==> config.mk <==
export PLATFORM = sky130hd
export DESIGN_NAME = umc_top
export DESIGN_NICKNAME = d
export VERILOG_FILES = /design/src/rtl/umc_pkg.sv /design/src/rtl/umc_top.sv /design/src/rtl/umc_fifo.sv
export SDC_FILE = /design/constraint.sdc
export NUM_CORES = 1
export LEC_CHECK = 0
export BUFFER_PORTS_ARGS = -buffer_cell sky130_fd_sc_hd__buf_2
export CORE_MARGIN = 10
export CORE_UTILIZATION = 30
export CTS_BUF_LIST = sky130_fd_sc_hd__clkbuf_8
export CTS_CLUSTER_DIAMETER = 50
export DETAILED_ROUTE_END_ITERATION = 12
export HOLD_SLACK_MARGIN = 0.08
export SLEW_MARGIN = 20
export SYNTH_ARGS = -nofsm -noshare
export SYNTH_HDL_FRONTEND = slang
export SYNTH_SLANG_ARGS = --single-unit
==> constraint.sdc <==
create_clock -name core_clk -period 4.1 [get_ports core_clk]
set_clock_uncertainty 0.05 [all_clocks]
set_input_delay 0 -clock core_clk [delete_from_list [all_inputs] [get_ports core_clk]]
set_output_delay 0 -clock core_clk [all_outputs]
set_load 0.05 [all_outputs]
==> src/rtl/umc_pkg.sv <==
// Purpose: shared constants for the serial mode-control block
// Assumes: 32-bit avalon-mm slave, word addressed by byte offset
// Notes: register offsets are byte addresses
package umc_pkg;
	localparam logic [3:0] MODE_OFS = 4'h0;
	localparam logic [3:0] STAT_OFS = 4'h4;
	localparam logic [3:0] TXD_OFS = 4'h8;
	localparam logic [3:0] RXD_OFS = 4'hc;
	localparam int B_ON = 15;
	localparam int B_IDLE = 13;
	localparam int B_IR = 12;
	localparam int B_RTS = 11;
	localparam int B_USE = 8;
	localparam int B_WAKE = 7;
	localparam int B_LOOP = 6;
	localparam int B_AUTO_RATE_DETECT = 5;
	localparam int B_HIGH_SPEED_RATE_GEN = 3;
	// implemented bits; 14, 10, 4 and 2 to 0 read as zero
	localparam logic [15:0] MODE_MASK = 16'hbbe8;
	localparam logic [15:0] MODE_RST = 16'h0000;
	localparam logic [15:0] DIV_RST = 16'h0000;
	localparam int FIFO_DEPTH = 16;
	localparam int SYNC_EDGES = 4;
	typedef enum logic [1:0] {
		AB_IDLE = 2'b00,
		AB_WAIT = 2'b01,
		AB_MEAS = 2'b10
	} umc_ab_e;
endpackage

==> src/rtl/umc_top.sv <==
// Purpose: mode control, pin ownership, wake, loopback and auto-rate for a serial port
// Assumes: avalon-mm slave, 100 MHz core_clk, pins synchronised here
// Notes: shifters are reduced to an 8N1 tx serialiser and an 8-bit rx level shift; fifo carries tx bytes to the pin logic
//
// Register access over Avalon-MM and the placing of the registers are this design's own decisions.
module umc_top (
	input wire logic core_clk, // 100 MHz clock
	input wire logic rst, // sync reset, high
	input wire logic [3:0] avs_address, // byte address
	input wire logic avs_read, // read strobe
	input wire logic avs_write, // write strobe
	input wire logic [31:0] avs_writedata, // write data
	output logic [31:0] avs_readdata, // read data
	output logic avs_waitrequest, // stall
	input wire logic idle_mode, // device idle
	input wire logic sleep_mode, // device sleep
	input wire logic receive_pin, // rx pin level
	input wire logic clear_to_send_pin, // cts pin, low active
	output logic transmit_pin_o, // tx drive value
	output logic transmit_pin_oe, // tx owned by port
	output logic request_to_send_pin_o, // rts/bclk value
	output logic request_to_send_pin_oe, // rts/bclk owned by port
	output logic rx_owned, // rx pin owned by port
	output logic cts_owned, // cts pin owned by port
	output logic port_clk_en, // clock gate for datapath
	output logic wake_event, // wake pulse
	output logic [15:0] rate_count // measured rate
);
	logic [15:0] mode_ff;
	logic [15:0] nxt_mode;
	logic rx_m_ff, rx_s_ff, rx_d_ff, cts_m_ff, cts_s_ff;
	logic wake_armed_ff;
	umc_pkg::umc_ab_e ab_st_ff;
	logic [2:0] ab_edges_ff;
	logic [15:0] ab_cnt_ff;
	logic ack_ff;
	logic on, run, ir, loop, rx_fall, rx_rise, rx_int, tx_raw, tx_line;
	logic [1:0] use_sel;
	logic [7:0] f_data;
	logic f_valid, f_ready, f_in_ready, tx_bit_ff;
	logic [3:0] ir_ph_ff;
	logic [3:0] tx_sh_ff;
	logic tx_busy_ff;
	logic [7:0] tx_byte_ff;
	logic [2:0] tx_idx_ff;
	logic [15:0] div_ff, tick_cnt_ff;
	logic tick;
	logic [7:0] rx_last_ff;

	assign on = mode_ff[umc_pkg::B_ON];
	assign ir = mode_ff[umc_pkg::B_IR] && !mode_ff[umc_pkg::B_HIGH_SPEED_RATE_GEN];
	assign loop = mode_ff[umc_pkg::B_LOOP];
	assign use_sel = mode_ff[umc_pkg::B_USE+1:umc_pkg::B_USE];
	assign run = on && !(idle_mode && mode_ff[umc_pkg::B_IDLE]);

	// two-stage synchronisers on the pins
	always_ff @(posedge core_clk) begin
		if (rst) begin
			rx_m_ff <= 1'b1;
			rx_s_ff <= 1'b1;
			rx_d_ff <= 1'b1;
			cts_m_ff <= 1'b1;
			cts_s_ff <= 1'b1;
		end else begin
			rx_m_ff <= receive_pin;
			rx_s_ff <= rx_m_ff;
			rx_d_ff <= rx_int;
			cts_m_ff <= clear_to_send_pin;
			cts_s_ff <= cts_m_ff;
		end
	end

	// loopback takes the internal tx line instead of the pin
	assign rx_int = loop ? tx_line : rx_s_ff;
	assign rx_fall = rx_d_ff && !rx_int;
	assign rx_rise = !rx_d_ff && rx_int;

	// bus-visible mode word with hardware clears
	always_comb begin
		nxt_mode = mode_ff;
		// write lands on the edge where waitrequest is seen low
		if (avs_write && ack_ff && avs_address == umc_pkg::MODE_OFS) begin
			nxt_mode = avs_writedata[15:0] & umc_pkg::MODE_MASK;
		end
		// hardware clear wins only on the event edge itself
		if (wake_armed_ff && rx_rise) begin
			nxt_mode[umc_pkg::B_WAKE] = 1'b0;
		end
		if (ab_st_ff == umc_pkg::AB_MEAS && rx_fall && ab_edges_ff == 3'(umc_pkg::SYNC_EDGES - 1)) begin
			nxt_mode[umc_pkg::B_AUTO_RATE_DETECT] = 1'b0;
		end
	end

	// mode register
	always_ff @(posedge core_clk) begin
		if (rst) begin
			mode_ff <= umc_pkg::MODE_RST;
		end else begin
			mode_ff <= nxt_mode;
		end
	end

	// bus slave: one wait state, then ack
	always_ff @(posedge core_clk) begin
		if (rst) begin
			ack_ff <= 1'b0;
			avs_readdata <= '0;
		end else begin
			ack_ff <= (avs_read || avs_write) && !ack_ff;
			if (avs_read && !ack_ff) begin
				case (avs_address)
					umc_pkg::MODE_OFS: avs_readdata <= {16'h0000, mode_ff};
					umc_pkg::STAT_OFS: avs_readdata <= {rate_count, 13'h0000, ab_st_ff, f_in_ready};
					umc_pkg::RXD_OFS: avs_readdata <= {24'h000000, rx_last_ff};
					default: avs_readdata <= 32'h00000000;
				endcase
			end
		end
	end
	assign avs_waitrequest = !ack_ff;

	// tx fifo accepts bytes written to the data offset while running
	umc_fifo #(
		.WIDTH(8),
		.DEPTH(umc_pkg::FIFO_DEPTH)
	) u_fifo (
		.core_clk(core_clk),
		.rst(rst),
		.in_data(avs_writedata[7:0]),
		.in_valid(avs_write && ack_ff && avs_address == umc_pkg::TXD_OFS && run),
		.in_ready(f_in_ready),
		.out_data(f_data),
		.out_valid(f_valid),
		.out_ready(f_ready)
	);

	// bit tick from the rate divider, stalls while stopped
	always_ff @(posedge core_clk) begin
		if (rst) begin
			div_ff <= umc_pkg::DIV_RST;
			tick_cnt_ff <= '0;
		end else begin
			if (avs_write && ack_ff && avs_address == umc_pkg::STAT_OFS) begin
				div_ff <= avs_writedata[15:0];
			end
			if (!run || tick) begin
				tick_cnt_ff <= '0;
			end else begin
				tick_cnt_ff <= tick_cnt_ff + 16'h0001;
			end
		end
	end
	assign tick = run && (tick_cnt_ff >= div_ff);

	// flow control: cts low lets the fifo drain only in cts mode
	assign f_ready = run && !tx_busy_ff && (use_sel != 2'b10 || !cts_s_ff);

	// simple serialiser, 8N1, start bit low
	always_ff @(posedge core_clk) begin
		if (rst) begin
			tx_busy_ff <= 1'b0;
			tx_byte_ff <= '0;
			tx_idx_ff <= '0;
			tx_sh_ff <= '0;
			tx_bit_ff <= 1'b1;
		end else if (!run) begin
			tx_busy_ff <= 1'b0;
			tx_bit_ff <= 1'b1;
			tx_sh_ff <= '0;
		end else if (f_valid && f_ready) begin
			tx_busy_ff <= 1'b1;
			tx_byte_ff <= f_data;
			tx_idx_ff <= '0;
			tx_sh_ff <= 4'h0;
			tx_bit_ff <= 1'b0;
		end else if (tx_busy_ff && tick) begin
			tx_sh_ff <= tx_sh_ff + 4'h1;
			if (tx_sh_ff == 4'h9) begin
				tx_busy_ff <= 1'b0;
				tx_bit_ff <= 1'b1;
			end else if (tx_sh_ff == 4'h8) begin
				tx_bit_ff <= 1'b1;
			end else begin
				tx_bit_ff <= tx_byte_ff[tx_idx_ff];
				tx_idx_ff <= tx_idx_ff + 3'h1;
			end
		end
	end

	// infrared pulse phase: high pulse while the bit is zero, in phases 0 to 2 of a free-running 16-cycle count not aligned to the bit
	always_ff @(posedge core_clk) begin
		if (rst || !ir || !run) begin
			ir_ph_ff <= '0;
		end else begin
			ir_ph_ff <= ir_ph_ff + 4'h1;
		end
	end
	assign tx_raw = tx_bit_ff;
	// encoder inverts a zero bit into a short high pulse
	assign tx_line = ir ? (!tx_raw && ir_ph_ff < 4'h3) : tx_raw;

	// received level shifted in per tick, decoder only inverts the level in infrared mode
	always_ff @(posedge core_clk) begin
		if (rst) begin
			rx_last_ff <= '0;
		end else if (tick) begin
			rx_last_ff <= {rx_last_ff[6:0], ir ? !rx_int : rx_int};
		end
	end

	// wake: armed while sleeping with the wake bit set
	always_ff @(posedge core_clk) begin
		if (rst) begin
			wake_armed_ff <= 1'b0;
			wake_event <= 1'b0;
		end else begin
			wake_armed_ff <= on && sleep_mode && mode_ff[umc_pkg::B_WAKE];
			wake_event <= wake_armed_ff && rx_fall;
		end
	end

	// auto-rate: count core cycles across the falling edges of a 55h sync
	always_ff @(posedge core_clk) begin
		if (rst) begin
			ab_st_ff <= umc_pkg::AB_IDLE;
			ab_edges_ff <= '0;
			ab_cnt_ff <= '0;
			rate_count <= '0;
		end else if (!run) begin
			ab_st_ff <= umc_pkg::AB_IDLE;
		end else begin
			case (ab_st_ff)
				umc_pkg::AB_IDLE: begin
					if (mode_ff[umc_pkg::B_AUTO_RATE_DETECT]) begin
						ab_st_ff <= umc_pkg::AB_WAIT;
					end
				end
				umc_pkg::AB_WAIT: begin
					if (!mode_ff[umc_pkg::B_AUTO_RATE_DETECT]) begin
						ab_st_ff <= umc_pkg::AB_IDLE;
					end else if (rx_fall) begin
						ab_st_ff <= umc_pkg::AB_MEAS;
						ab_edges_ff <= 3'h0;
						ab_cnt_ff <= '0;
					end
				end
				umc_pkg::AB_MEAS: begin
					ab_cnt_ff <= ab_cnt_ff + 16'h0001;
					if (rx_fall) begin
						ab_edges_ff <= ab_edges_ff + 3'h1;
						if (ab_edges_ff == 3'(umc_pkg::SYNC_EDGES - 1)) begin
							// 4 intervals of 2 bits each span 8 bit times; +1 counts this edge
							rate_count <= (ab_cnt_ff + 16'h0001) >> 3;
							ab_st_ff <= umc_pkg::AB_IDLE;
						end
					end
				end
				default: ab_st_ff <= umc_pkg::AB_IDLE;
			endcase
		end
	end

	// pin ownership and drive values
	always_ff @(posedge core_clk) begin
		if (rst) begin
			transmit_pin_o <= 1'b1;
			transmit_pin_oe <= 1'b0;
			request_to_send_pin_o <= 1'b1;
			request_to_send_pin_oe <= 1'b0;
			rx_owned <= 1'b0;
			cts_owned <= 1'b0;
			port_clk_en <= 1'b0;
		end else begin
			port_clk_en <= run;
			transmit_pin_oe <= on;
			rx_owned <= on;
			transmit_pin_o <= loop ? 1'b1 : tx_line;
			cts_owned <= on && use_sel == 2'b10;
			request_to_send_pin_oe <= on && use_sel != 2'b00;
			if (use_sel == 2'b11) begin
				request_to_send_pin_o <= tick; // baud clock out
			end else if (mode_ff[umc_pkg::B_RTS]) begin
				request_to_send_pin_o <= !tx_busy_ff; // simplex
			end else begin
				request_to_send_pin_o <= !f_in_ready; // flow control
			end
		end
	end

	// wake bit falls on the rx rise that follows the wake event
	property p_wake_clear;
		@(posedge core_clk) disable iff (rst)
		(wake_armed_ff && rx_rise) |=> !mode_ff[umc_pkg::B_WAKE];
	endproperty
	a_wake_clear: assert property (p_wake_clear) else $error("wake not cleared");
	property p_reserved;
		@(posedge core_clk) disable iff (rst)
		(mode_ff[14] == 1'b0) && (mode_ff[10] == 1'b0);
	endproperty
	a_reserved: assert property (p_reserved) else $error("reserved bit set");
	property p_off_pins;
		@(posedge core_clk) disable iff (rst)
		!on |=> !transmit_pin_oe && !request_to_send_pin_oe && !cts_owned;
	endproperty
	a_off_pins: assert property (p_off_pins) else $error("pins held while off");
	property p_on_tx;
		@(posedge core_clk) disable iff (rst)
		on |=> transmit_pin_oe && rx_owned;
	endproperty
	a_on_tx: assert property (p_on_tx) else $error("tx not owned");
	property p_idle_stop;
		@(posedge core_clk) disable iff (rst)
		(idle_mode && mode_ff[umc_pkg::B_IDLE]) |=> !port_clk_en;
	endproperty
	a_idle_stop: assert property (p_idle_stop) else $error("ran in idle");
	property p_use_rts;
		@(posedge core_clk) disable iff (rst)
		(on && use_sel == 2'b00) |=> !request_to_send_pin_oe;
	endproperty
	a_use_rts: assert property (p_use_rts) else $error("rts driven in mode 00");
	property p_loop_tx;
		@(posedge core_clk) disable iff (rst)
		loop |=> transmit_pin_o;
	endproperty
	a_loop_tx: assert property (p_loop_tx) else $error("tx active in loopback");
	property p_ab_clear;
		@(posedge core_clk) disable iff (rst)
		(ab_st_ff == umc_pkg::AB_MEAS && rx_fall && ab_edges_ff == 3'(umc_pkg::SYNC_EDGES - 1))
		|=> !mode_ff[umc_pkg::B_AUTO_RATE_DETECT] && ab_st_ff == umc_pkg::AB_IDLE;
	endproperty
	a_ab_clear: assert property (p_ab_clear) else $error("auto rate not cleared");
	property p_ir_hs;
		@(posedge core_clk) disable iff (rst)
		mode_ff[umc_pkg::B_HIGH_SPEED_RATE_GEN] |-> !ir;
	endproperty
	a_ir_hs: assert property (p_ir_hs) else $error("codec on at high speed");
endmodule

==> src/rtl/umc_fifo.sv <==
// Purpose: small synchronous fifo with valid/ready on both sides
// Assumes: single clock, synchronous active-high reset
// Notes: read data come from a register
module umc_fifo #(
	parameter int WIDTH = 8,
	parameter int DEPTH = 16
) (
	input wire logic core_clk, // clock
	input wire logic rst, // sync reset
	input wire logic [WIDTH-1:0] in_data, // write data
	input wire logic in_valid, // write request
	output logic in_ready, // not full
	output logic [WIDTH-1:0] out_data, // read data
	output logic out_valid, // not empty
	input wire logic out_ready // drain
);
	localparam int AW = $clog2(DEPTH);
	logic [WIDTH-1:0] mem [DEPTH];
	logic [AW:0] wp_ff, rp_ff;
	logic full, empty, push, pop;
	assign full = (wp_ff[AW] != rp_ff[AW]) && (wp_ff[AW-1:0] == rp_ff[AW-1:0]);
	assign empty = (wp_ff == rp_ff);
	assign in_ready = !full;
	assign push = in_valid && !full;
	assign pop = out_valid && out_ready;
	// storage writes, no reset needed
	always_ff @(posedge core_clk) begin
		if (push) begin
			mem[wp_ff[AW-1:0]] <= in_data;
		end
	end
	// pointers and registered head
	always_ff @(posedge core_clk) begin
		if (rst) begin
			wp_ff <= '0;
			rp_ff <= '0;
			out_valid <= 1'b0;
			out_data <= '0;
		end else begin
			if (push) begin
				wp_ff <= wp_ff + 1'b1;
			end
			if ((!out_valid || pop) && !empty) begin
				out_data <= mem[rp_ff[AW-1:0]];
				rp_ff <= rp_ff + 1'b1;
				out_valid <= 1'b1;
			end else if (pop) begin
				out_valid <= 1'b0;
			end
		end
	end
endmodule

== After elaboration in Yosys (flattened, before gate mapping) ==
Memories as Yosys holds them, arrays and structs flattened. A register that Yosys moved wholly into a read port is not among the register bits.
Index checks and enable logic that the tools add are counted.

* Magnitude comparators: 3
* Equal/unequal tests: 22
* Add/sub/neg operators: 8
* Bitwise gates (word level): 1
* Reductions and logical operators: 68
* Muxes and demuxes: 36

{| class="wikitable"
|+ Operators with widths
! operator !! count
|-
| $pmux W29 S3 || 1
|-
| $add A16 B1 Y16 const B || 2
|-
| $mux W16 || 2
|-
| $pmux W16 S2 || 1
|-
| $logic_and A1 B1 Y1 || 29
|-
| $mux W3 || 7
|-
| $mux W1 || 17
|-
| $eq A4 B4 Y1 const B || 4
|-
| $ge A16 B16 Y1 || 1
|-
| $reduce_and A4 Y1 || 4
|-
| $logic_not A1 Y1 || 13
|-
| $add A5 B1 Y5 const B || 2
|-
| $mux W2 || 5
|-
| $ne A2 B2 Y1 const B || 5
|-
| $reduce_bool A2 Y1 || 5
|-
| $reduce_or A2 Y1 || 5
|-
| $add A4 B1 Y4 const B || 2
|-
| $add A3 B1 Y3 const B || 2
|-
| $eq A2 B2 Y1 const B || 3
|-
| $logic_or A1 B1 Y1 || 6
|-
| $ne A2 B1 Y1 const B || 3
|-
| $pmux W2 S3 || 1
|-
| $pmux W3 S2 || 1
|-
| $eq A5 B5 Y1 || 1
|-
| 15 further kinds || 16
|}

* Input bits: 44
* Memory bits (writable): 128
* Register bits: 162
* Output and inout bits: 57
* Memories kept: 1
* Logic and storage cells: 173

{| class="wikitable"
|+ Memory list
! memory !! depth !! bits a word !! read ports !! clocked after memory_dff !! write ports !! line !! RTL
|-
| u_fifo.mem || 16 || 8 || 1 || 1 || 1 || umc_fifo.sv:18 || <nowiki>logic [WIDTH-1:0] mem [DEPTH];</nowiki>
|}

== Depth between registers and ports, before layout ==
* Depth in word-level cells: 9
* Mapped depth: 9
* Mapped depth without buffers: 8

== Cells and area by module ==
Synthesis repeated with hierarchy kept, for this count alone.

* Cells, all modules: 1,085
* Area, all modules: 12,553.3 um2

{| class="wikitable"
|+ Modules (own cells, without submodules)
! module !! sequential area each (um2) !! area an instance (um2) !! cells an instance !! instances
|-
| umc_top || 2,922.8 || 6,573.8 || 749 || 1
|-
| umc_fifo || 4,224.1 || 5,979.5 || 336 || 1
|}

== Worst setup path after synthesis ==
Ideal clock, no wire load.

* Path kind: register to register
* From: register u_fifo.rp_ff[1]
* To: memory u_fifo.mem[3][0] (enable)
* Arrival time: 2,008 ps
* Clock period less this slack: 2,441 ps
* Path buffers: 1
* Cell stages (with the launch flop): 7
* Setup slack: 1,659 ps
* Library setup time: 383 ps
* Data required time: 3,667 ps
* Path through: dfxtp_1 buf_2 xor2_1 nor4_2 a211oi_2 nand2_1 nor3_1

* Cells in the longest elaborated chain, start to end: 6

{| class="wikitable"
|+ RTL lines
! what !! line !! RTL
|-
| start, declared || umc_fifo.sv:19 || <nowiki>logic [AW:0] wp_ff, rp_ff;</nowiki>
|-
| start signal, assigned || umc_fifo.sv:45 || <nowiki>rp_ff <= rp_ff + 1'b1;</nowiki>
|-
| $eq A4 B4 Y1 || umc_fifo.sv:21 || <nowiki>assign full = (wp_ff[AW] != rp_ff[AW]) && (wp_ff[AW-1:0] == rp_ff[AW-1:0]);</nowiki>
|-
| $logic_and A1 B1 Y1 || umc_fifo.sv:21 ||
|-
| $logic_not A1 Y1 || umc_fifo.sv:24 || <nowiki>assign push = in_valid && !full;</nowiki>
|-
| $logic_and A1 B1 Y1 || umc_fifo.sv:24 ||
|-
| $mux W1 || umc_fifo.sv:28 || <nowiki>if (push) begin</nowiki>
|-
| $mux W1 (implied by the code) || umc_fifo.sv:29 || <nowiki>mem[wp_ff[AW-1:0]] <= in_data;</nowiki>
|-
| end, declared || umc_fifo.sv:18 ||
|}

No other way between the ends.

== Final worst setup path ==
* From: register u_fifo.wp_ff[2]
* To: memory u_fifo.mem[4][2] (enable)

* Cells in the longest elaborated chain, start to end: 6

{| class="wikitable"
|+ RTL lines
! what !! line !! RTL
|-
| start, declared || umc_fifo.sv:19 ||
|-
| start signal, assigned || umc_fifo.sv:41 || <nowiki>wp_ff <= wp_ff + 1'b1;</nowiki>
|-
| $eq A4 B4 Y1 || umc_fifo.sv:21 ||
|-
| $logic_and A1 B1 Y1 || umc_fifo.sv:21 ||
|-
| $logic_not A1 Y1 || umc_fifo.sv:24 ||
|-
| $logic_and A1 B1 Y1 || umc_fifo.sv:24 ||
|-
| $mux W1 || umc_fifo.sv:28 ||
|-
| $mux W1 (implied by the code) || umc_fifo.sv:29 ||
|}

Parallel ways exist; a longest one is shown, timed or not.

==> impl_summary.md <==
Status
The run finished with clean final reports.

Cells and area
The utilization after layout is 35.4%. After filler insertion, the fill cell instance count of the layout stands at 4,047. The area overhead of the layout relative to synthesis is 16.2%. The final layout net count is 1,244. The fraction of final layout cells with drive strength greater than 1 is 17.1%.

Logic synthesis
The sequential cell area fraction in the yosys report is 57.4%. Counting flops with a built-in enable in the synthesized netlist gives 128. Sorting the synthesized cells by area gives the leading types as sky130_fd_sc_hd__edfxtp_1 31%, sky130_fd_sc_hd__dfxtp_1 27%, sky130_fd_sc_hd__mux4_1 4.6%, sky130_fd_sc_hd__nand2_1 3.8%, sky130_fd_sc_hd__mux4_2 3.6%. The number of warnings printed during yosys synthesis is 0. The area fraction of the dominant cell type after synthesis is 30.9%. The average instance in the mapped netlist occupies 11.8 µm². The unique cell type count in the Yosys netlist is 64. The most used flip-flop cell after synthesis is sky130_fd_sc_hd__dfxtp_1. After synthesis, the share of flip-flops with an asynchronous set or reset is 0%.

In this run the cell area of the synthesized design comes to 0.0125 mm². After technology mapping, the gate count stands at 1,052. The largest total area in the synthesized netlist belongs to sky130_fd_sc_hd__edfxtp_1. The synthesized design contains 293 register bits.

Routing
The routed wire length is 29,400 µm. The post-route DRC violation count is 0. The number of violations reported at the end of detailed-routing iteration 0 is 418.

Using the TritonRoute via totals, the vias-per-cell ratio works out to 4.80. The via count of the routed design is 8,343. The first detailed-routing pass took 5 iterations. The top routing layer in use is met5.

The number of antenna-violating nets in the routed design is 0. The total met2 wirelength after detailed routing is 13,200 µm. The post-detailed-route wirelength per cell is 16.9 µm. The amount of wire on met3 after detailed routing is 1660 µm. The detailed router put a total of 14,000 µm of wire on met1.

Worst setup path
The origin of the critical flop-to-flop path is u_fifo.wp_ff[2]$_SDFFE_PP0P_. The number of cells on the worst reg-to-reg path is 5. The startpoint class of the critical path is a flop. The maximum cell stage delay along the critical path is 0.70 ns. STA classifies the critical path endpoint as a flop. Walking the worst path, the cells encountered are xor2_1 > nor4_2 > a211oi_2 > nand2_1 > nor2_1.

The setup slack of the worst register-to-register path is 1.07 ns. The data required time at the worst endpoint is 4.25 ns. The critical path data arrival time is 3.18 ns. The cell type of the slowest stage on the worst timing path is sky130_fd_sc_hd__a211oi_2. In this run the critical register-to-register path is captured at u_fifo.mem[4][2]$_DFFE_PP_. The class of the most critical setup path is flop to flop. The maximum fanout along the worst path is 11.

Clocking
The number of setup buffers added after CTS is 0. The H-tree generated during clock tree synthesis spans 2 levels. The number of hold buffers added after CTS was 36.

The number of buffers added by the clock tree synthesis step is 45. The tree built by TritonCTS fans out to 293 sinks. For the worst-skew pair, the clock arrives at the later sink with an insertion delay of 0.58 ns.

After clock tree synthesis, the repair step resized 0 gates. After clock tree synthesis, the clock-pin slew on the worst setup and hold paths is 0.06 ns. TritonCTS built the clock tree. The cell sitting at the root of the clock tree is a sky130_fd_sc_hd__clkbuf_8.

The number of buffers on the longest clock path is 3.

Floorplan
The count of standard-cell rows is 74. The floorplan die height is 224 µm. For this design the top-level I/O count stands at 101. The initial core utilization is 30.4%. The horizontal extent of the die is 224 µm. The area of the die is 0.0501 mm². The core area is 0.0409 mm².

Power
The power density normalized to cell area is 399 mW/mm². Per report_power, the clock group accounts for 37.3% of the total. Net switching is 24.9% of the power. In this run, flip-flops and latches consume 53.5% of the power.

VDD sags by at most 312 µV. Summed over all cells, the static leakage comes to 4.97 nW. The internal power summed over all cells is 4.34 mW. The combinational group share of total power is 9.2%. The switching component of the power is 1.44 mW.

Worst hold path
The hold path startpoint is receive_pin. In this run the worst hold path is classified as input port to flop. The worst-case hold path end point is rx_m_ff$_SDFF_PP1_. Along the worst hold path, the cell count comes to 3.

Timing
For the final routed database, the setup TNS stands at 0 ns. In the finished design, the share of the clock period the worst path needs comes to 73.9%. The maximum clock rate is 330 MHz.

Headroom to the max-slew limit came out at 29.4%. Setup repair after global routing left no endpoint under its margin. The number of failing hold endpoints at the final stage came to 0.

At the pin with the least slew margin, the transition time is 1.06 ns. The final count of pins violating max slew is 0. Setup violations remaining at the end of the flow were counted as 0. The time the final worst path needs with I/O delays and setup is 3.03 ns.

Global routing
The number of antenna violations at the first check in global routing is 4. The first global-routing pass estimated 46,100 µm of wire. Entering global routing, the biggest net connects 98 pins. The via count of the first global-routing pass is 8,259.

Global routing finished with a remaining overflow of 0. The aggregate global-route resource usage is 11.4%.

Place
Buffers placed on the I/O ports in this run total 76. The detailed-placement wirelength estimate is 19,900 µm. The weighted congestion reported at the end of routability-driven placement is 0.783.

Job
The tool flagged a number of max-cap violations equal to 0.
[how the worst max path moves through the flow]
stage                     slack, ns                         start  cells after the start                    endpoint
after floorplan                1.66  u_fifo.rp_ff[1]$_SDFFE_PP0P_                      6  u_fifo.mem[3][0]$_DFFE_PP_
after global placement         1.21  u_fifo.wp_ff[2]$_SDFFE_PP0P_                      5  u_fifo.mem[6][6]$_DFFE_PP_
after detailed placement       1.12  u_fifo.wp_ff[2]$_SDFFE_PP0P_                      5  u_fifo.mem[4][6]$_DFFE_PP_
after CTS                      1.10  u_fifo.wp_ff[2]$_SDFFE_PP0P_                      5  u_fifo.mem[4][3]$_DFFE_PP_
after global routing           0.89  u_fifo.rp_ff[2]$_SDFFE_PP0P_                      6  u_fifo.mem[4][4]$_DFFE_PP_
final                          1.07  u_fifo.wp_ff[2]$_SDFFE_PP0P_                      5  u_fifo.mem[4][2]$_DFFE_PP_
[flip-flops by register name (all words and copies together) (netlist names), 10 cells and up]
| signal | cells |
|---|---|
| rate_count | 13 |
| ab_cnt_ff | 16 |
| u_fifo.mem | 128 |
| div_ff | 16 |
| mode_ff | 10 |
| tick_cnt_ff | 16 |
| avs_readdata | 27 |
[power groups by stage]
stage	logic (mW)	registers, mW	clock network [mW]
after floorplan	0.387	3.16	0
after global placement	0.512	3.16	0
after detailed placement	0.519	3.16	0
after CTS	0.543	3.09	2.23
after global routing	0.573	3.09	2.37
final	0.534	3.09	2.16
[Yosys cell counts, types with 9 or more instances]
master,count
sky130_fd_sc_hd__a211oi_2,14
sky130_fd_sc_hd__a22oi_1,13
sky130_fd_sc_hd__or3_1,9
sky130_fd_sc_hd__mux4_1,22
sky130_fd_sc_hd__nand4_1,15
sky130_fd_sc_hd__clkbuf_1,38
sky130_fd_sc_hd__nor2_1,119
sky130_fd_sc_hd__nand2_1,125
sky130_fd_sc_hd__mux4_2,20
sky130_fd_sc_hd__nand3_1,27
sky130_fd_sc_hd__ha_1,30
sky130_fd_sc_hd__xor2_1,28
sky130_fd_sc_hd__mux2i_1,28
sky130_fd_sc_hd__nor3_1,21
sky130_fd_sc_hd__a21oi_1,67
sky130_fd_sc_hd__o21ai_0,14
sky130_fd_sc_hd__dfxtp_1,165
sky130_fd_sc_hd__edfxtp_1,128
sky130_fd_sc_hd__inv_1,36
sky130_fd_sc_hd__xnor2_1,16
sky130_fd_sc_hd__buf_4,11
[critical path, delay by kind of cell (launching register included)]
kind                      cells  cell delay (ns)
and+or+nand+nor               3             1.10
AOI/OAI and AO/OA             1             0.70
DFF                           1             0.54
xor gates and xnor gates      1             0.24
[routing by layer]
metal  track usage, %  vias to the layer above
met4             3.03                        4
met1             15.4                     4059
met5                0                        -
met3             2.81                       49
met2             17.9                      192
li1                 -                     4039
[layout by cell type, fill, tap and decap left out, types with 4 or more instances in the layout]
cell type,instances
sky130_fd_sc_hd__nor2b_1,5
sky130_fd_sc_hd__and4_1,5
sky130_fd_sc_hd__or2_2,5
sky130_fd_sc_hd__mux2_2,4
sky130_fd_sc_hd__buf_2,75
sky130_fd_sc_hd__conb_1,8
sky130_fd_sc_hd__nor3_1,20
sky130_fd_sc_hd__nand4_1,15
sky130_fd_sc_hd__or3_1,9
sky130_fd_sc_hd__a31oi_1,8
sky130_fd_sc_hd__nand2_1,125
sky130_fd_sc_hd__a311oi_2,6
sky130_fd_sc_hd__nand3_1,27
sky130_fd_sc_hd__clkbuf_8,45
sky130_fd_sc_hd__nor2_1,119
sky130_fd_sc_hd__ha_1,30
sky130_fd_sc_hd__mux4_2,20
sky130_fd_sc_hd__nand2b_1,6
sky130_fd_sc_hd__and3_1,6
sky130_fd_sc_hd__xnor2_1,16
sky130_fd_sc_hd__o21ai_0,14
sky130_fd_sc_hd__mux4_1,22
sky130_fd_sc_hd__a211oi_1,4
sky130_fd_sc_hd__xor2_1,28
sky130_fd_sc_hd__a22oi_1,13
sky130_fd_sc_hd__dfxtp_1,164
sky130_fd_sc_hd__buf_4,17
sky130_fd_sc_hd__a21oi_1,67
sky130_fd_sc_hd__a211oi_2,14
sky130_fd_sc_hd__clkinv_1,10
sky130_fd_sc_hd__clkinv_2,4
sky130_fd_sc_hd__mux2i_1,28
sky130_fd_sc_hd__inv_1,55
sky130_fd_sc_hd__dlygate4sd3_1,36
sky130_fd_sc_hd__a221oi_1,4
sky130_fd_sc_hd__edfxtp_1,128
[kinds of logic (layout without fill, tap and decap cells)]
logic type	count (synthesis)	after routing	synth area share, %
adder cells (fa/ha/maj)	30	30	3.01
buffers and inverters	100	245	3.83
AO/OA/AOI/OAI	147	147	8.46
XOR/XNOR	44	44	3.09
AND/OR/NAND/NOR	363	363	13.3
other	1	10	0.0301
multiplexers	74	74	10.9
flip-flops	293	293	57.4
[cell type report]
type	count	area (µm²)	share of cell area (%)
tap	532	666	4.60
clock buffer	45	619	4.28
clock inverter	36	169	1.17
antenna	2	5.00	0.0346
sequential	293	7150	49.4
timing repair buffer	128	863	5.96
multi-input combinational	666	4870	33.7
inverter	36	135	0.933
[metrics by stage]
step | total power [mW] | cells | hold WS [ns] | setup slack (ns) | instance area (µm²)
6_report | 5.78 | 1738 | 0.124 | 1.07 | 14500
5_1_grt | 6.04 | 1737 | 0.124 | 0.889 | 14500
4_1_cts | 5.87 | 1736 | 0.0987 | 1.10 | 14500
3_5_place_dp | 3.67 | 1619 | 0.158 | 1.12 | 13300
3_3_place_gp | 3.67 | 1619 | 0.159 | 1.21 | 13300
2_1_floorplan | 3.55 | 1059 | 0.0489 | 1.66 | 12500
Power figures use the tool's default switching activity.
